## src/logic/aerhl_pkg.sv

```systemverilog
// constants shared by the correctable-mask and header-log register bank
`default_nettype none
package aerhl_pkg;
  // configuration byte offsets
  localparam logic [11:0] OFS_CORR_STATUS = 12'h110;
  localparam logic [11:0] OFS_CORR_MASK   = 12'h114;
  localparam logic [11:0] OFS_CAP_CTRL    = 12'h118;
  localparam logic [11:0] OFS_HDR_DW0     = 12'h11C;
  localparam logic [11:0] OFS_HDR_DW1     = 12'h120;
  localparam logic [11:0] OFS_HDR_DW2     = 12'h124;
  localparam logic [11:0] OFS_HDR_DW3     = 12'h128;
  // correctable error bit positions, index 0..4
  localparam int          POS_RX_ERROR     = 0;
  localparam int          POS_BAD_TLP      = 6;
  localparam int          POS_BAD_DLLP     = 7;
  localparam int          POS_REPLAY_ROLL  = 8;
  localparam int          POS_REPLAY_EXPIRY = 12;
  localparam int          NUM_CORR         = 5;
  localparam logic [4:0][4:0] CORR_POS     = {5'd12, 5'd8, 5'd7, 5'd6, 5'd0};
  localparam logic [31:0] CORR_RW_BITS     = 32'h0000_11C1;
  // capability / control field positions
  localparam int          POS_CHK_EN       = 8;
  localparam int          POS_CHK_CAPABLE  = 7;
  localparam int          POS_GEN_EN       = 6;
  localparam int          POS_GEN_CAPABLE  = 5;
  localparam int          PTR_W            = 5;
  localparam logic [31:0] CTRL_RW_BITS     = 32'h0000_0140;
  localparam logic [31:0] CAP_CONST_BITS   = 32'h0000_00A0;
  // reset values
  localparam logic [31:0] RST_CORR_MASK    = 32'h0000_0000;
  localparam logic [31:0] RST_CORR_STATUS  = 32'h0000_0000;
  localparam logic [31:0] RST_HDR          = 32'h0000_0000;
  localparam logic [4:0]  RST_PTR          = 5'h00;
  localparam int          HDR_WORDS        = 4;
  // configuration access sequencer
  typedef enum logic [2:0] {
    ST_IDLE = 3'b001,
    ST_LOOK = 3'b010,
    ST_DONE = 3'b100
  } aerhl_state_t;
endpackage : aerhl_pkg
`default_nettype wire

```

## src/logic/aerhl_sync.sv

```systemverilog
// two-flop synchroniser for an asynchronous reset request pin
`timescale 1ns/1ps
`default_nettype none
module aerhl_sync (
  // clock and reset
  input  wire logic clock,
  input  wire logic resetn,
  // pin and synchronised level
  input  wire logic pin_in,
  output logic      level_out
);
  logic meta_ff;
  logic nxt_meta;
  logic sync_ff;
  logic nxt_sync;

  always_comb
  begin
    nxt_meta = pin_in;
    nxt_sync = meta_ff;
  end

  always_ff @(posedge clock or negedge resetn)
  begin
    if (!resetn)
    begin
      meta_ff <= 1'b0;
      sync_ff <= 1'b0;
    end
    else
    begin
      meta_ff <= nxt_meta;
      sync_ff <= nxt_sync;
    end
  end

  assign level_out = sync_ff;
endmodule : aerhl_sync
`default_nettype wire

```

## src/logic/aerhl_hdr_store.sv

```systemverilog
// four-doubleword header store, written as a whole, read one word at a time
`timescale 1ns/1ps
`default_nettype none
module aerhl_hdr_store (
  // clock and reset
  input  wire logic          clock,
  input  wire logic          resetn,
  // capture side
  input  wire logic          clr,
  input  wire logic          wr_en,
  input  wire logic [127:0]  wr_data,
  // read side, data registered
  input  wire logic [1:0]    rd_idx,
  output logic      [31:0]   rd_data
);
  logic [3:0][31:0] mem_ff;
  logic [3:0][31:0] nxt_mem;
  logic [31:0]      rd_ff;
  logic [31:0]      nxt_rd;

  always_comb
  begin
    nxt_mem = mem_ff;
    if (clr)
      nxt_mem = {aerhl_pkg::HDR_WORDS{aerhl_pkg::RST_HDR}};
    else if (wr_en)
      nxt_mem = wr_data;
    nxt_rd = mem_ff[rd_idx];
  end

  always_ff @(posedge clock or negedge resetn)
  begin
    if (!resetn)
    begin
      mem_ff <= {aerhl_pkg::HDR_WORDS{aerhl_pkg::RST_HDR}};
      rd_ff  <= aerhl_pkg::RST_HDR;
    end
    else
    begin
      mem_ff <= nxt_mem;
      rd_ff  <= nxt_rd;
    end
  end

  assign rd_data = rd_ff;
endmodule : aerhl_hdr_store
`default_nettype wire

```

## src/logic/aerhl_bank.sv

```systemverilog
// correctable error mask, capability/control and header log register bank
`timescale 1ns/1ps
`default_nettype none
module aerhl_bank (
  // clock and reset
  input  wire logic          clock,
  input  wire logic          resetn,
  // asynchronous reset request pins
  input  wire logic          link_reset_in,
  input  wire logic          global_reset_in,
  // configuration request port
  input  wire logic          cfg_req,
  input  wire logic          cfg_wr,
  input  wire logic [11:0]   cfg_addr,
  input  wire logic [3:0]    cfg_be,
  input  wire logic [31:0]   cfg_wdata,
  output logic               cfg_ack,
  output logic               cfg_hit,
  output logic      [31:0]   cfg_rdata,
  // error detectors, same clock, one-cycle pulses
  input  wire logic [4:0]    corr_err_in,
  input  wire logic          uncor_err_valid,
  input  wire logic          uncor_err_masked,
  input  wire logic [4:0]    uncor_err_bit,
  input  wire logic          first_err_rearm,
  input  wire logic          err_hdr_valid,
  input  wire logic [127:0]  err_hdr_wire,
  // outputs to link and transaction layers
  output logic               corr_msg_req,
  output logic               e2e_crc_check_enable,
  output logic               e2e_crc_gen_enable
);
  logic         link_rst_sync;
  logic         glob_rst_sync;
  logic         soft_clr;
  logic [31:0]  be_bits;
  logic [31:0]  evt32;
  logic [31:0]  hdr_rd;
  logic [127:0] hdr_ordered;
  logic         wr_take;
  logic         unmasked_evt;
  logic         hdr_load;

  aerhl_sync u_link_sync (
    .clock     (clock),
    .resetn    (resetn),
    .pin_in    (link_reset_in),
    .level_out (link_rst_sync)
  );

  aerhl_sync u_glob_sync (
    .clock     (clock),
    .resetn    (resetn),
    .pin_in    (global_reset_in),
    .level_out (glob_rst_sync)
  );

  // either synchronised reset request clears the registers and header log like power-on; the access sequencer is not reset
  assign soft_clr = link_rst_sync | glob_rst_sync;

  assign be_bits = {{8{cfg_be[3]}}, {8{cfg_be[2]}}, {8{cfg_be[1]}}, {8{cfg_be[0]}}};

  // place each detector pulse at its status bit position
  genvar gi;
  generate
    for (gi = 0; gi < 32; gi++)
    begin : g_evt
      always_comb
      begin
        evt32[gi] = 1'b0;
        for (int k = 0; k < aerhl_pkg::NUM_CORR; k++)
          if (int'(aerhl_pkg::CORR_POS[k]) == gi)
            evt32[gi] = corr_err_in[k];
      end
    end
    // wire order puts the first byte high; the log wants it low
    for (gi = 0; gi < 16; gi++)
    begin : g_swap
      assign hdr_ordered[(gi/4)*32 + (gi%4)*8 +: 8] = err_hdr_wire[(gi/4)*32 + (3-gi%4)*8 +: 8];
    end
  endgenerate

  // access sequencer
  aerhl_pkg::aerhl_state_t state_ff;
  aerhl_pkg::aerhl_state_t nxt_state;
  logic [11:0]             addr_ff;
  logic [11:0]             nxt_addr;
  logic                    rd_ff;
  logic                    nxt_rd;
  logic                    ack_ff;
  logic                    nxt_ack;
  logic                    hit_ff;
  logic                    nxt_hit;
  logic [31:0]             rdata_ff;
  logic [31:0]             nxt_rdata;

  // register state
  logic [31:0] mask_ff;
  logic [31:0] nxt_mask;
  logic [31:0] stat_ff;
  logic [31:0] nxt_stat;
  logic        chk_en_ff;
  logic        nxt_chk_en;
  logic        gen_en_ff;
  logic        nxt_gen_en;
  logic [4:0]  ptr_ff;
  logic [4:0]  nxt_ptr;
  logic        ptr_lock_ff;
  logic        nxt_ptr_lock;
  logic        msg_ff;
  logic        nxt_msg;

  // requests arriving while busy are dropped, so one access at a time
  assign wr_take = (state_ff == aerhl_pkg::ST_IDLE) && cfg_req && cfg_wr;

  assign unmasked_evt = (|(evt32 & ~mask_ff)) || (uncor_err_valid && !uncor_err_masked);
  assign hdr_load     = err_hdr_valid && unmasked_evt && !soft_clr;

  always_comb
  begin
    nxt_state = state_ff;
    nxt_addr  = addr_ff;
    nxt_rd    = rd_ff;
    nxt_ack   = 1'b0;
    nxt_hit   = hit_ff;
    nxt_rdata = rdata_ff;
    case (state_ff)
      aerhl_pkg::ST_IDLE:
      begin
        if (cfg_req)
        begin
          nxt_state = aerhl_pkg::ST_LOOK;
          nxt_addr  = cfg_addr;
          nxt_rd    = !cfg_wr;
        end
      end
      aerhl_pkg::ST_LOOK:
      begin
        nxt_state = aerhl_pkg::ST_DONE;
        nxt_ack   = 1'b1;
        nxt_hit   = 1'b1;
        nxt_rdata = 32'h0000_0000;
        case (addr_ff)
          aerhl_pkg::OFS_CORR_STATUS: nxt_rdata = stat_ff;
          aerhl_pkg::OFS_CORR_MASK:   nxt_rdata = mask_ff & aerhl_pkg::CORR_RW_BITS;
          aerhl_pkg::OFS_CAP_CTRL:
          begin
            nxt_rdata = aerhl_pkg::CAP_CONST_BITS;
            nxt_rdata[aerhl_pkg::POS_CHK_EN] = chk_en_ff;
            nxt_rdata[aerhl_pkg::POS_GEN_EN] = gen_en_ff;
            nxt_rdata[aerhl_pkg::PTR_W-1:0]  = ptr_ff;
          end
          aerhl_pkg::OFS_HDR_DW0,
          aerhl_pkg::OFS_HDR_DW1,
          aerhl_pkg::OFS_HDR_DW2,
          aerhl_pkg::OFS_HDR_DW3:     nxt_rdata = hdr_rd;
          default:                    nxt_hit = 1'b0;
        endcase
        if (!rd_ff)
          nxt_rdata = 32'h0000_0000;
      end
      aerhl_pkg::ST_DONE:
        nxt_state = aerhl_pkg::ST_IDLE;
      default:
        nxt_state = aerhl_pkg::ST_IDLE;
    endcase
  end

  always_ff @(posedge clock or negedge resetn)
  begin
    if (!resetn)
    begin
      state_ff <= aerhl_pkg::ST_IDLE;
      addr_ff  <= 12'h000;
      rd_ff    <= 1'b0;
      ack_ff   <= 1'b0;
      hit_ff   <= 1'b0;
      rdata_ff <= 32'h0000_0000;
    end
    else
    begin
      state_ff <= nxt_state;
      addr_ff  <= nxt_addr;
      rd_ff    <= nxt_rd;
      ack_ff   <= nxt_ack;
      hit_ff   <= nxt_hit;
      rdata_ff <= nxt_rdata;
    end
  end

  // register updates; only writable positions ever take write data
  always_comb
  begin
    nxt_mask     = mask_ff;
    nxt_stat     = (stat_ff | (evt32 & ~mask_ff)) & aerhl_pkg::CORR_RW_BITS;
    nxt_chk_en   = chk_en_ff;
    nxt_gen_en   = gen_en_ff;
    nxt_ptr      = ptr_ff;
    nxt_ptr_lock = ptr_lock_ff && !first_err_rearm;
    nxt_msg      = |(evt32 & ~mask_ff);
    if (wr_take && cfg_addr == aerhl_pkg::OFS_CORR_MASK)
      nxt_mask = (mask_ff & ~(be_bits & aerhl_pkg::CORR_RW_BITS))
               | (cfg_wdata & be_bits & aerhl_pkg::CORR_RW_BITS);
    // write-one clear loses against a fresh event in the same cycle
    if (wr_take && cfg_addr == aerhl_pkg::OFS_CORR_STATUS)
      nxt_stat = (stat_ff & ~(cfg_wdata & be_bits)) | (evt32 & ~mask_ff);
    if (wr_take && cfg_addr == aerhl_pkg::OFS_CAP_CTRL && cfg_be[1])
      nxt_chk_en = cfg_wdata[aerhl_pkg::POS_CHK_EN];
    if (wr_take && cfg_addr == aerhl_pkg::OFS_CAP_CTRL && cfg_be[0])
      nxt_gen_en = cfg_wdata[aerhl_pkg::POS_GEN_EN];
    // pointer names an uncorrectable status bit and only the first one sticks until first_err_rearm or a reset request frees it
    if (uncor_err_valid && !uncor_err_masked && (!ptr_lock_ff || first_err_rearm))
    begin
      nxt_ptr      = uncor_err_bit;
      nxt_ptr_lock = 1'b1;
    end
    if (soft_clr)
    begin
      nxt_mask     = aerhl_pkg::RST_CORR_MASK;
      nxt_stat     = aerhl_pkg::RST_CORR_STATUS;
      nxt_chk_en   = 1'b0;
      nxt_gen_en   = 1'b0;
      nxt_ptr      = aerhl_pkg::RST_PTR;
      nxt_ptr_lock = 1'b0;
      nxt_msg      = 1'b0;
    end
  end

  always_ff @(posedge clock or negedge resetn)
  begin
    if (!resetn)
    begin
      mask_ff     <= aerhl_pkg::RST_CORR_MASK;
      stat_ff     <= aerhl_pkg::RST_CORR_STATUS;
      chk_en_ff   <= 1'b0;
      gen_en_ff   <= 1'b0;
      ptr_ff      <= aerhl_pkg::RST_PTR;
      ptr_lock_ff <= 1'b0;
      msg_ff      <= 1'b0;
    end
    else
    begin
      mask_ff     <= nxt_mask;
      stat_ff     <= nxt_stat;
      chk_en_ff   <= nxt_chk_en;
      gen_en_ff   <= nxt_gen_en;
      ptr_ff      <= nxt_ptr;
      ptr_lock_ff <= nxt_ptr_lock;
      msg_ff      <= nxt_msg;
    end
  end

  // header log has no write path from configuration at all
  aerhl_hdr_store u_hdr (
    .clock   (clock),
    .resetn  (resetn),
    .clr     (soft_clr),
    .wr_en   (hdr_load),
    .wr_data (hdr_ordered),
    .rd_idx  (2'((cfg_addr - aerhl_pkg::OFS_HDR_DW0) >> 2)),
    .rd_data (hdr_rd)
  );

  assign cfg_ack              = ack_ff;
  assign cfg_hit              = hit_ff;
  assign cfg_rdata            = rdata_ff;
  assign corr_msg_req         = msg_ff;
  assign e2e_crc_check_enable = chk_en_ff;
  assign e2e_crc_gen_enable   = gen_en_ff;
endmodule : aerhl_bank
`default_nettype wire

```

## config.mk

```make
export PLATFORM = sky130hd
export DESIGN_NAME = aerhl_bank
export DESIGN_NICKNAME = d
export VERILOG_FILES = /design/src/logic/aerhl_pkg.sv /design/src/logic/aerhl_sync.sv /design/src/logic/aerhl_hdr_store.sv /design/src/logic/aerhl_bank.sv
export SDC_FILE = /design/constraint.sdc
export NUM_CORES = 1
export LEC_CHECK = 0
export ABC_AREA = 1
export BUFFER_PORTS_ARGS = -buffer_cell sky130_fd_sc_hd__buf_4
export CORE_MARGIN = 2
export CORE_UTILIZATION = 56
export CTS_CLUSTER_DIAMETER = 60
export DETAILED_ROUTE_END_ITERATION = 6
export GPL_TIMING_DRIVEN = 1
export MAX_ROUTING_LAYER = met4
export PLACE_DENSITY = 0.8
export SYNTH_ARGS = -nofsm -noshare
export SYNTH_HDL_FRONTEND = slang
export SYNTH_SLANG_ARGS = --single-unit
export TNS_END_PERCENT = 100
```

## constraint.sdc

```tcl
create_clock -name clock -period 2.1 [get_ports clock]
set_input_delay 0.315 -clock clock [delete_from_list [all_inputs] [get_ports clock]]
set_output_delay 0.315 -clock clock [all_outputs]
set_load 0.05 [all_outputs]
```

==> reports/metrics.csv, run 1 <==
stage,metric,value,unit
timing,slew_headroom,0.313,
clock_tree,post_cts_buffers,0,
power_and_ir_drop,vdd_drop_max,0.492,mV
logic_synthesis,synth.largest_area_cell,dfrtp_1,
logic_synthesis,netlist_area,0.0123,mm2
grt,grt_pass1_vias,10649,
logic_synthesis,ys_types,31,
final_layout,area_growth,27.1,%
drt,routedWlPerCell,18.1,um
logic_synthesis,synthAdderAreaFrac,0.00305,
worst_hold_path,hold_path.class,in -> reg,
logic_synthesis,synth-xor-area-share,0,
timing,fmax,0.520,GHz
drt,ant_nets,0,
logic_synthesis,synth_warnings,0,
critical_path,end_kind,register,
grt,grt_max_degree,65,
power_and_ir_drop,p_sw,3.49,mW
timing,finalSetupViolations,0,
logic_synthesis,synth_edf_count,0,
critical_path,critPathArrivalTime,2340,ps
timing,tightest_slew,1030,ps
timing,fin_setup_tns,0,ps
run,drv_cap,0,
drt,drt_iter0_drc,922,
grt,track_usage,0.307,
critical_path,critical_path.startpoint_type,register,
final_layout,nFillCells,1633,
critical_path,path_max_fanout,27,
logic_synthesis,synthesis.nets,1609,
final_layout,seq_area,0.00651,mm2
drt,dr_total_vias,11159,
run_status,outcome,finished clean,
logic_synthesis,ys_top_cells_by_count,"280 x nand2_1, 259 x dfrtp_1, 227 x nand3_1",
timing,drv_slew,0,
power_and_ir_drop,cellPowerDensity,806,mW/mm2
drt,avgViaCountPerCell,5.78,
logic_synthesis,synth_top_family_by_area,simple AND/OR/NAND/NOR gates,
logic_synthesis,ys_seq_area_frac,0.528,
timing,hold_viol,0,
floorplan,core_area,0.0217,mm2
drt,wirelength,34.9,mm
clock_tree,cts_sinks,260,
logic_synthesis,synthFlopType,dfrtp_1,
logic_synthesis,syn_inst,1410,
grt,overflow,0,
logic_synthesis,post-synth-top-count-cell,nand2_1,
drt,drcViolationCount,0,
clock_tree,cts_made_buffers,27,
critical_path,worstPathCellList,nand4_1 -> nor2_1 -> nand4_2 -> buf_4 -> a211oi_1,
floorplan,initial_core_util,0.568,
grt,antenna_found_initial,1,
logic_synthesis,synth_async_sr_flop_share,1.00,
floorplan,die_area,0.0232,mm2
timing,rsz0062_at_grt,no,
placed_design,dp.cells,1849,
placed_design,gp_congestion,0.896,
critical_path,cpPeakStageDelay,560,ps
critical_path,crit_family,simple AND/OR/NAND/NOR gates,
timing,fin_crit_sh,0.916,
power_and_ir_drop,swShare,0.276,
critical_path,cp.required,2520,ps
drt,drt_pass1_iterations,5,
placed_design,portBuffers,232,
power_and_ir_drop,combinationalPowerShare,0.155,
timing,period_minus_slack,1920,ps
grt,grt_pass1_wl,56.4,mm
clock_tree,tritoncts,built,
critical_path,critPathKind,reg -> reg,
clock_tree,clock_latency,530,ps
final_layout,multiInputGateArea,0.00506,mm2
floorplan,num_rows,54,
floorplan,io_pins,233,
power_and_ir_drop,p_clk_frac,0.399,
power_and_ir_drop,seq_power_share,0.446,
floorplan,die_height,152,um
logic_synthesis,synth_top_area_frac,0.526,
clock_tree,clkTransAtPathRegs,60,ps
final_layout,layout-drive-gt1-share,0.275,
critical_path,cp_num_buf_inv,1,
timing,skew,8.96,ps
logic_synthesis,synth_simple_gate_area_frac,0.291,
clock_tree,cts-root-buf,clkbuf_16,
logic_synthesis,synthMuxAreaShare,0,
placed_design,hpwl,23.6,mm
final_layout,stdcell_count,1930,
logic_synthesis,synth-compound-area-share,0.114,
power_and_ir_drop,leakagePower,7.67,nW
critical_path,slowest_stage,dfstp_2,
power_and_ir_drop,p_int,9.13,mW
clock_tree,cts_buffer_depth,3,
logic_synthesis,syn_avg_cell_area,8.74,um2
final_layout,nets,1828,
floorplan,die_w,152,um
logic_synthesis,netlist_top_cells_area,"dfrtp_1 53%, nand3_1 9.2%, nand2_1 8.5%",
logic_synthesis,ys_ff_latch,260,
clock_tree,cts_htree_levels,1,
power groups by stage:
stage / logic [mW] / registers [mW] / clock network (mW)
after floorplan: 1.16 / 5.58 / 0
after global placement: 1.85 / 5.69 / 0
after detailed placement: 1.89 / 5.70 / 0
after CTS: 1.94 / 5.61 / 5.09
after global routing: 2.15 / 5.66 / 5.34
final: 1.96 / 5.62 / 5.04
layout make-up:
class | instances | area share
inverter | 54 | 0.0130
clock inverter | 11 | 0.0103
clock buffer | 38 | 0.0503
tap | 280 | 0.0224
multi-input combinational | 981 | 0.323
antenna | 1 | 0.000160
sequential | 260 | 0.416
timing repair buffer | 305 | 0.165
timing repair:
item | 4_1_cts | 5_1_grt
resized for setup | 0 | 1
endpoints found under the setup margin | 0 | 1
hold buffers | 31 | 0
endpoints found under the hold margin | 85 | 0
sequential cells by signal, summed over array words and instances, names as in the netlist, 3 cells and up:
signal,count
stat_ff,32
u_hdr.mem_ff,128
ptr_ff,5
state_ff,3
mask_ff,5
addr_ff,12
cfg_rdata,32
u_hdr.rd_data,32
path summary, 6_finish.rpt:
path | endpoint | depth (start not counted) | startpoint | slack [ps]
min in group asynchronous | u_hdr.mem_ff[3]$_DFFE_PN0P_ | 2 | resetn | 330
worst min-delay path | u_hdr.mem_ff[88]$_DFFE_PN0P_ | 3 | err_hdr_wire[64] | 20
max in group asynchronous | u_hdr.mem_ff[21]$_DFFE_PN0P_ | 3 | resetn | 1040
worst max-delay path | stat_ff[13]$_DFF_PN0_ | 5 | state_ff[0]$_DFFE_PN1P_ | 180
worst min register to register | u_glob_sync.level_out$_DFF_PN0_ | 0 | u_glob_sync.meta_ff$_DFF_PN0_ | 350
worst max register to register | stat_ff[13]$_DFF_PN0_ | 5 | state_ff[0]$_DFFE_PN1P_ | 180
per-stage QoR:
| stage | util | instance area (um2) | total power, mW | setup WS (ps) | hold slack, ps |
|---|---|---|---|---|---|
| 3_3_place_gp | 0.663 | 14400 | 7.54 | 225 | 300 |
| 3_5_place_dp | 0.663 | 14400 | 7.59 | 185 | 300 |
| 2_1_floorplan | - | 12300 | 6.74 | 309 | 19.4 |
| 5_1_grt | 0.722 | 15700 | 13.1 | 47.5 | 26.1 |
| 6_report | 0.722 | 15700 | 12.6 | 177 | 22.9 |
| 4_1_cts | 0.721 | 15600 | 12.6 | 158 | 10.6 |
cells by family after synthesis:
logic type,after synthesis
AND/OR/NAND/NOR,762
flip-flops,260
AO/OA/AOI/OAI,216
buffers and inverters,169
adder cells (fa/ha/maj),3
routing by layer:
layer  up-vias  wire length [um]  GRT usage
met5         -                 0          -
met3        61              2930     0.0421
met4         0               752     0.0770
li1       5239                 -          -
met1      5330             15200      0.454
met2       529             16000      0.455
placed cells by master, fill, tap and decap left out, types with 6 or more instances in the layout:
master,n
nand2_1,279
dfrtp_1,259
buf_4,256
nand3_1,227
nor2_1,100
o21ai_0,89
nand4_1,75
nand2_2,59
a21oi_2,56
inv_1,49
o22ai_1,32
dlygate4sd3_1,31
a211oi_1,30
clkbuf_16,27
buf_12,17
a21oi_1,9
clkbuf_8,7
clkinv_2,6
worst reg2reg max path, cell delays in order (launching register included):
cell and delay (ps):
dfstp_2 560, nand4_1 320, nor2_1 270, nand4_2 120
buf_4 250, a211oi_1 280
Power figures use the tool's default switching activity.
==> run 2, diff against run 1 <==
CELL_PAD_IN_SITES_DETAIL_PLACEMENT = 0   (was default)
CELL_PAD_IN_SITES_GLOBAL_PLACEMENT = 2   (was default)
CORE_UTILIZATION = 33   (was 56)
PLACE_DENSITY = default   (was 0.8)
PLACE_DENSITY_LB_ADDON = 0.1   (was default)
==> run 2 against run 1 <==
Via count shrank 4.2%. Die area grew 68%. Critical endpoint is now stat_ff[30]$_DFF_PN0_. Largest cell class unchanged. Wire length grew 16%.
==> reports/metrics.csv, run 2 (synthesized netlist as in run 1, its figures left out) <==
stage,metric,value,unit
run_status,outcome,finished clean,
power_and_ir_drop,cellPowerDensity,811,mW/mm2
placed_design,placed_cell_area,0.0146,mm2
timing,fin_crit_sh,0.879,
drt,drt_iter0_drc,604,
critical_path,critPathKind,reg -> reg,
timing,fin_setup_tns,0,ps
final_layout,final_common_cell,nand2_1,
critical_path,regToRegStartpoint,state_ff[0]$_DFFE_PN1P_,
final_layout,n_antenna_cell,0,
grt,grt_pass1_vias,10663,
critical_path,end_kind,register,
timing,hold_viol,0,
timing,tightest_slew,984,ps
critical_path,critPathArrivalTime,2290,ps
final_layout,layout-drive-gt1-share,0.277,
timing,skew,16.6,ps
clock_tree,post_cts_resized,0,
grt,antenna_found_initial,0,
grt,overflow,0,
floorplan,core_area,0.0367,mm2
run,drv_cap,0,
timing,rsz0062_at_grt,no,
timing,holdWs,14.7,ps
clock_tree,cts_made_buffers,31,
critical_path,reg2reg_setup_slack,250,ps
drt,dr_wl_met2,18.0,mm
clock_tree,clkTransAtPathRegs,60,ps
drt,wirelength,40.6,mm
timing,finalSetupViolations,0,
final_layout,area_growth,30.0,%
placed_design,portBuffers,232,
clock_tree,cts_htree_levels,1,
floorplan,initial_core_util,0.336,
critical_path,critical_path.startpoint_type,register,
drt,dr_total_vias,10692,
final_layout,regMostFlops,u_hdr.mem_ff,
power_and_ir_drop,leakagePower,7.73,nW
critical_path,endpoint,stat_ff[30]$_DFF_PN0_,
power_and_ir_drop,power,13.0,mW
clock_tree,cts-root-buf,clkbuf_16,
timing,drv_slew,0,
floorplan,die_area,0.0389,mm2
floorplan,die_height,197,um
timing,fmax,0.542,GHz
timing,period_minus_slack,1850,ps
worst_hold_path,hold_path.class,in -> reg,
clock_tree,clock_latency,560,ps
drt,drt_pass1_iterations,6,
clock_tree,tritoncts,built,
floorplan,die_w,197,um
critical_path,cp-startpoint,state_ff[0]$_DFFE_PN1P_,
drt,route.met3.wl,1.60,mm
final_layout,largest_reg_flops,128,
final_layout,nets,1837,
final_layout,layout_common_cells,"279 x nand2_1, 259 x dfrtp_1, 256 x buf_4",
critical_path,reg2reg_to,stat_ff[30]$_DFF_PN0_,
grt,grt_max_degree,98,
placed_design,gp_congestion,0.781,
placed_design,post-place-ws,269,ps
drt,met1_length,20.3,mm
clock_tree,cts_buffer_depth,3,
placed_design,hpwl,28.2,mm
critical_path,r2r.worst_path.cells,6,
drt,top_layer,met4,
grt,grt_pass1_wl,63.0,mm
drt,routedWlPerCell,19.1,um
drt,ant_nets,0,
grt,track_usage,0.214,
floorplan,num_rows,70,
drt,avgViaCountPerCell,5.02,
critical_path,path_max_fanout,27,
power_and_ir_drop,vdd_drop_max,0.510,mV
floorplan,io_pins,233,
critical_path,cp.required,2540,ps
clock_tree,cts_sinks,260,
drt,drcViolationCount,0,
timing,fin_ws,255,ps
final_layout,final_area,0.0160,mm2
timing,slew_headroom,0.343,
[run 2: power breakdown]
group,internal (mW),switching (mW),leakage [nW]
Combinational,0.751,1.35,3.70
Sequential,5.33,0.221,3.52
Clock,3.22,2.11,0.516
Total,9.30,3.69,7.73
[run 2: how the worst min path moves through the flow]
stage | start | end | depth (start not counted)
2_1_floorplan | resetn | addr_ff[0]$_DFFE_PN0N_ | 0
3_3_place_gp | resetn | addr_ff[8]$_DFFE_PN0N_ | 1
3_5_place_dp | resetn | addr_ff[8]$_DFFE_PN0N_ | 1
4_1_cts | err_hdr_wire[53] | u_hdr.mem_ff[45]$_DFFE_PN0P_ | 3
5_1_grt | err_hdr_wire[57] | u_hdr.mem_ff[33]$_DFFE_PN0P_ | 3
6_report | err_hdr_wire[80] | u_hdr.mem_ff[72]$_DFFE_PN0P_ | 3
[run 2: area by class of cell]
cell class	count	area, um2
fill	3729	20700
sequential	260	6510
multi-input combinational	981	5060
timing repair buffer	310	2630
clock buffer	45	948
tap	468	586
inverter	54	205
clock inverter	10	81.3
[run 2: layer usage]
layer / vias to the layer above / global-route usage
li1: 5250 / -
met1: 5137 / 0.321
met2: 260 / 0.314
met3: 45 / 0.0198
met4: 0 / 0.0420
met5: - / -
[run 2: repair_timing]
item,CTS,global route
buffers inserted,0,0
endpoints found under the setup margin,0,0
hold endpoints to repair,79,0
hold buffers,37,0
[run 2: critical path: stages, from the launching register on]
cell      delay, ps
dfstp_2         560
nand4_1         100
buf_4           180
nor2_1          230
nand4_2         150
buf_4           270
a211oi_1        230
[run 2: through the flow]
stage                      util  std cells
after floorplan               -       1410
after global placement    0.398       2036
after detailed placement  0.398       2036
after CTS                 0.436       2128
after global routing      0.436       2128
final                     0.436       2128
==> run 3, diff against run 2 <==
REMOVE_ABC_BUFFERS = 1   (was default)
==> run 3 against run 2 <==
Core utilization about the same. Clock power increased by 8.8%. Non-clock buffer count decreased by 3. Sequential share of layout area about the same. Die area unchanged. Register-to-register slack got worse by 80 ps. Largest cell class unchanged. Worst hold slack got worse by 6.8 ps.
==> reports/metrics.csv, run 3 (synthesized netlist as in run 1, its figures left out) <==
stage,metric,value,unit
timing,fin_ws,175,ps
final_layout,layout-drive-gt1-share,0.281,
drt,drcViolationCount,0,
worst_hold_path,hp-start,cfg_wdata[1],
run,drv_cap,0,
drt,drt_iter0_drc,708,
power_and_ir_drop,cellPowerDensity,845,mW/mm2
grt,overflow,0,
clock_tree,post_cts_buffers,0,
final_layout,multiInputGateArea,0.00507,mm2
clock_tree,cts_htree_levels,2,
drt,wirelength,42.2,mm
placed_design,portBuffers,232,
final_layout,layout_common_cells,"279 x nand2_1, 264 x buf_4, 258 x dfrtp_1",
critical_path,end_kind,register,
worst_hold_path,whs_endpoint,stat_ff[1]$_DFF_PN0_,
critical_path,cpPeakStageDelay,560,ps
floorplan,initial_core_util,0.336,
critical_path,reg2reg_setup_slack,170,ps
floorplan,die_area,0.0389,mm2
drt,drt_pass1_iterations,5,
timing,holdWs,7.81,ps
timing,tightest_slew,811,ps
grt,grt_pass1_vias,10923,
drt,avgViaCountPerCell,5.14,
drt,dr_total_vias,10936,
critical_path,slowest_stage,dfstp_2,
timing,rsz0062_at_grt,no,
critical_path,crit_family,simple AND/OR/NAND/NOR gates,
timing,period_minus_slack,1930,ps
clock_tree,cts-root-buf,clkbuf_16,
floorplan,die_height,197,um
grt,grt_pass1_wl,65.9,mm
final_layout,nFillCells,3685,
drt,ant_nets,0,
clock_tree,clock_latency,510,ps
final_layout,regMostFlops,u_hdr.mem_ff,
placed_design,post-place-ws,84.9,ps
final_layout,stdcell_count,2129,
clock_tree,tritoncts,built,
timing,skew,16.5,ps
timing,drv_slew,0,
timing,hold_viol,0,
timing,slew_headroom,0.459,
final_layout,largest_reg_flops,128,
floorplan,core_area,0.0367,mm2
critical_path,reg2reg_to,stat_ff[9]$_DFF_PN0_,
final_layout,seq_area,0.00651,mm2
placed_design,hpwl,27.9,mm
placed_design,dp.cells,2042,
timing,fin_crit_sh,0.917,
critical_path,regToRegStartpoint,state_ff[0]$_DFFE_PN1P_,
critical_path,worstPathCellList,nand4_1 -> nor2_1 -> nand4_2 -> buf_4 -> a211oi_1,
grt,track_usage,0.226,
power_and_ir_drop,leakagePower,7.75,nW
critical_path,critical_path.startpoint_type,register,
drt,routedWlPerCell,19.8,um
clock_tree,clkTransAtPathRegs,50,ps
critical_path,path_max_fanout,27,
timing,fmax,0.519,GHz
critical_path,critPathArrivalTime,2330,ps
final_layout,n_antenna_cell,0,
worst_hold_path,hold_path.class,in -> reg,
critical_path,critPathKind,reg -> reg,
final_layout,nets,1838,
grt,grt_max_degree,84,
run_status,outcome,finished clean,
placed_design,gp_congestion,0.789,
grt,antenna_found_initial,0,
clock_tree,cts_sinks,260,
critical_path,cp_num_buf_inv,1,
clock_tree,cts_made_buffers,35,
clock_tree,cts_buffer_depth,3,
floorplan,num_rows,70,
critical_path,cp.required,2500,ps
final_layout,final_common_cell,nand2_1,
timing,fin_setup_tns,0,ps
floorplan,die_w,197,um
worst_hold_path,hold-path-cell-count,2,
floorplan,io_pins,233,
critical_path,r2r.worst_path.cells,5,
power_and_ir_drop,vdd_drop_max,0.451,mV
final_layout,area_growth,30.1,%
timing,finalSetupViolations,0,
run 3: cell count changes in the layout (fill, tap and decap cells not counted), moves of 2 or more:
cell and change:
dlygate4sd3_1 -9, buf_4 +8, clkbuf_1 +7, clkbuf_8 -5, clkinv_2 -5, clkbuf_16 +4
buf_12 -3, inv_1 -2, inv_2 +2, inv_6 +2
run 3: metrics by stage:
stage / total power, mW / util / area, um2
global route: 14.2 / 0.437 / 16000
CTS: 13.7 / 0.437 / 16000
detailed placement: 7.81 / 0.399 / 14600
global placement: 7.80 / 0.399 / 14600
finish: 13.5 / 0.437 / 16000
floorplan: 6.57 / - / 11700
run 3: worst max-delay path by stage:
| stage | from | to | depth (start not counted) |
|---|---|---|---|
| global placement | uncor_err_masked | u_hdr.mem_ff[100]$_DFFE_PN0P_ | 7 |
| global route | state_ff[0]$_DFFE_PN1P_ | stat_ff[29]$_DFF_PN0_ | 5 |
| CTS | mask_ff[7]$_DFFE_PN0P_ | u_hdr.mem_ff[100]$_DFFE_PN0P_ | 8 |
| floorplan | u_link_sync.level_out$_DFF_PN0_ | stat_ff[12]$_DFF_PN0_ | 3 |
| detailed placement | uncor_err_masked | u_hdr.mem_ff[100]$_DFFE_PN0P_ | 7 |
| finish | state_ff[0]$_DFFE_PN1P_ | stat_ff[9]$_DFF_PN0_ | 5 |
run 3: layout make-up:
class / count / share of cell area
flip-flops and latches: 260 / 0.406
multi-input cells: 981 / 0.316
repair buffers: 307 / 0.159
clock buffers: 51 / 0.0628
well taps: 468 / 0.0365
inverters: 54 / 0.0128
clock inverters: 8 / 0.00656
run 3: routing by layer:
metal / part of all wire / GRT usage / vias up
met4: 0.016 / 0.0448 / 0
li1: - / - / 5248
met1: 0.49 / 0.327 / 5390
met3: 0.039 / 0.0299 / 40
met2: 0.46 / 0.340 / 258
met5: 0 / - / -
run 3: worst register-to-register path, delay by kind of cell (launching register included):
kind / cells / cell delay (ps)
AOI/OAI and AO/OA: 1 / 280
DFF: 1 / 560
and+or+nand+nor: 3 / 710
buffers and inverters: 1 / 280
run 3: where the power goes:
part           leakage [nW]  switching (mW)  internal [mW]
clock network         0.546            2.24           3.56
registers              3.52           0.310           5.33
logic                  3.69            1.36          0.732
total                  7.75            3.91           9.62
run 3: timing repair:
item | CTS | global route
resized for setup | 0 | 1
hold endpoints to repair | 80 | 0
hold buffers | 28 | 0
setup endpoints to repair | 0 | 10
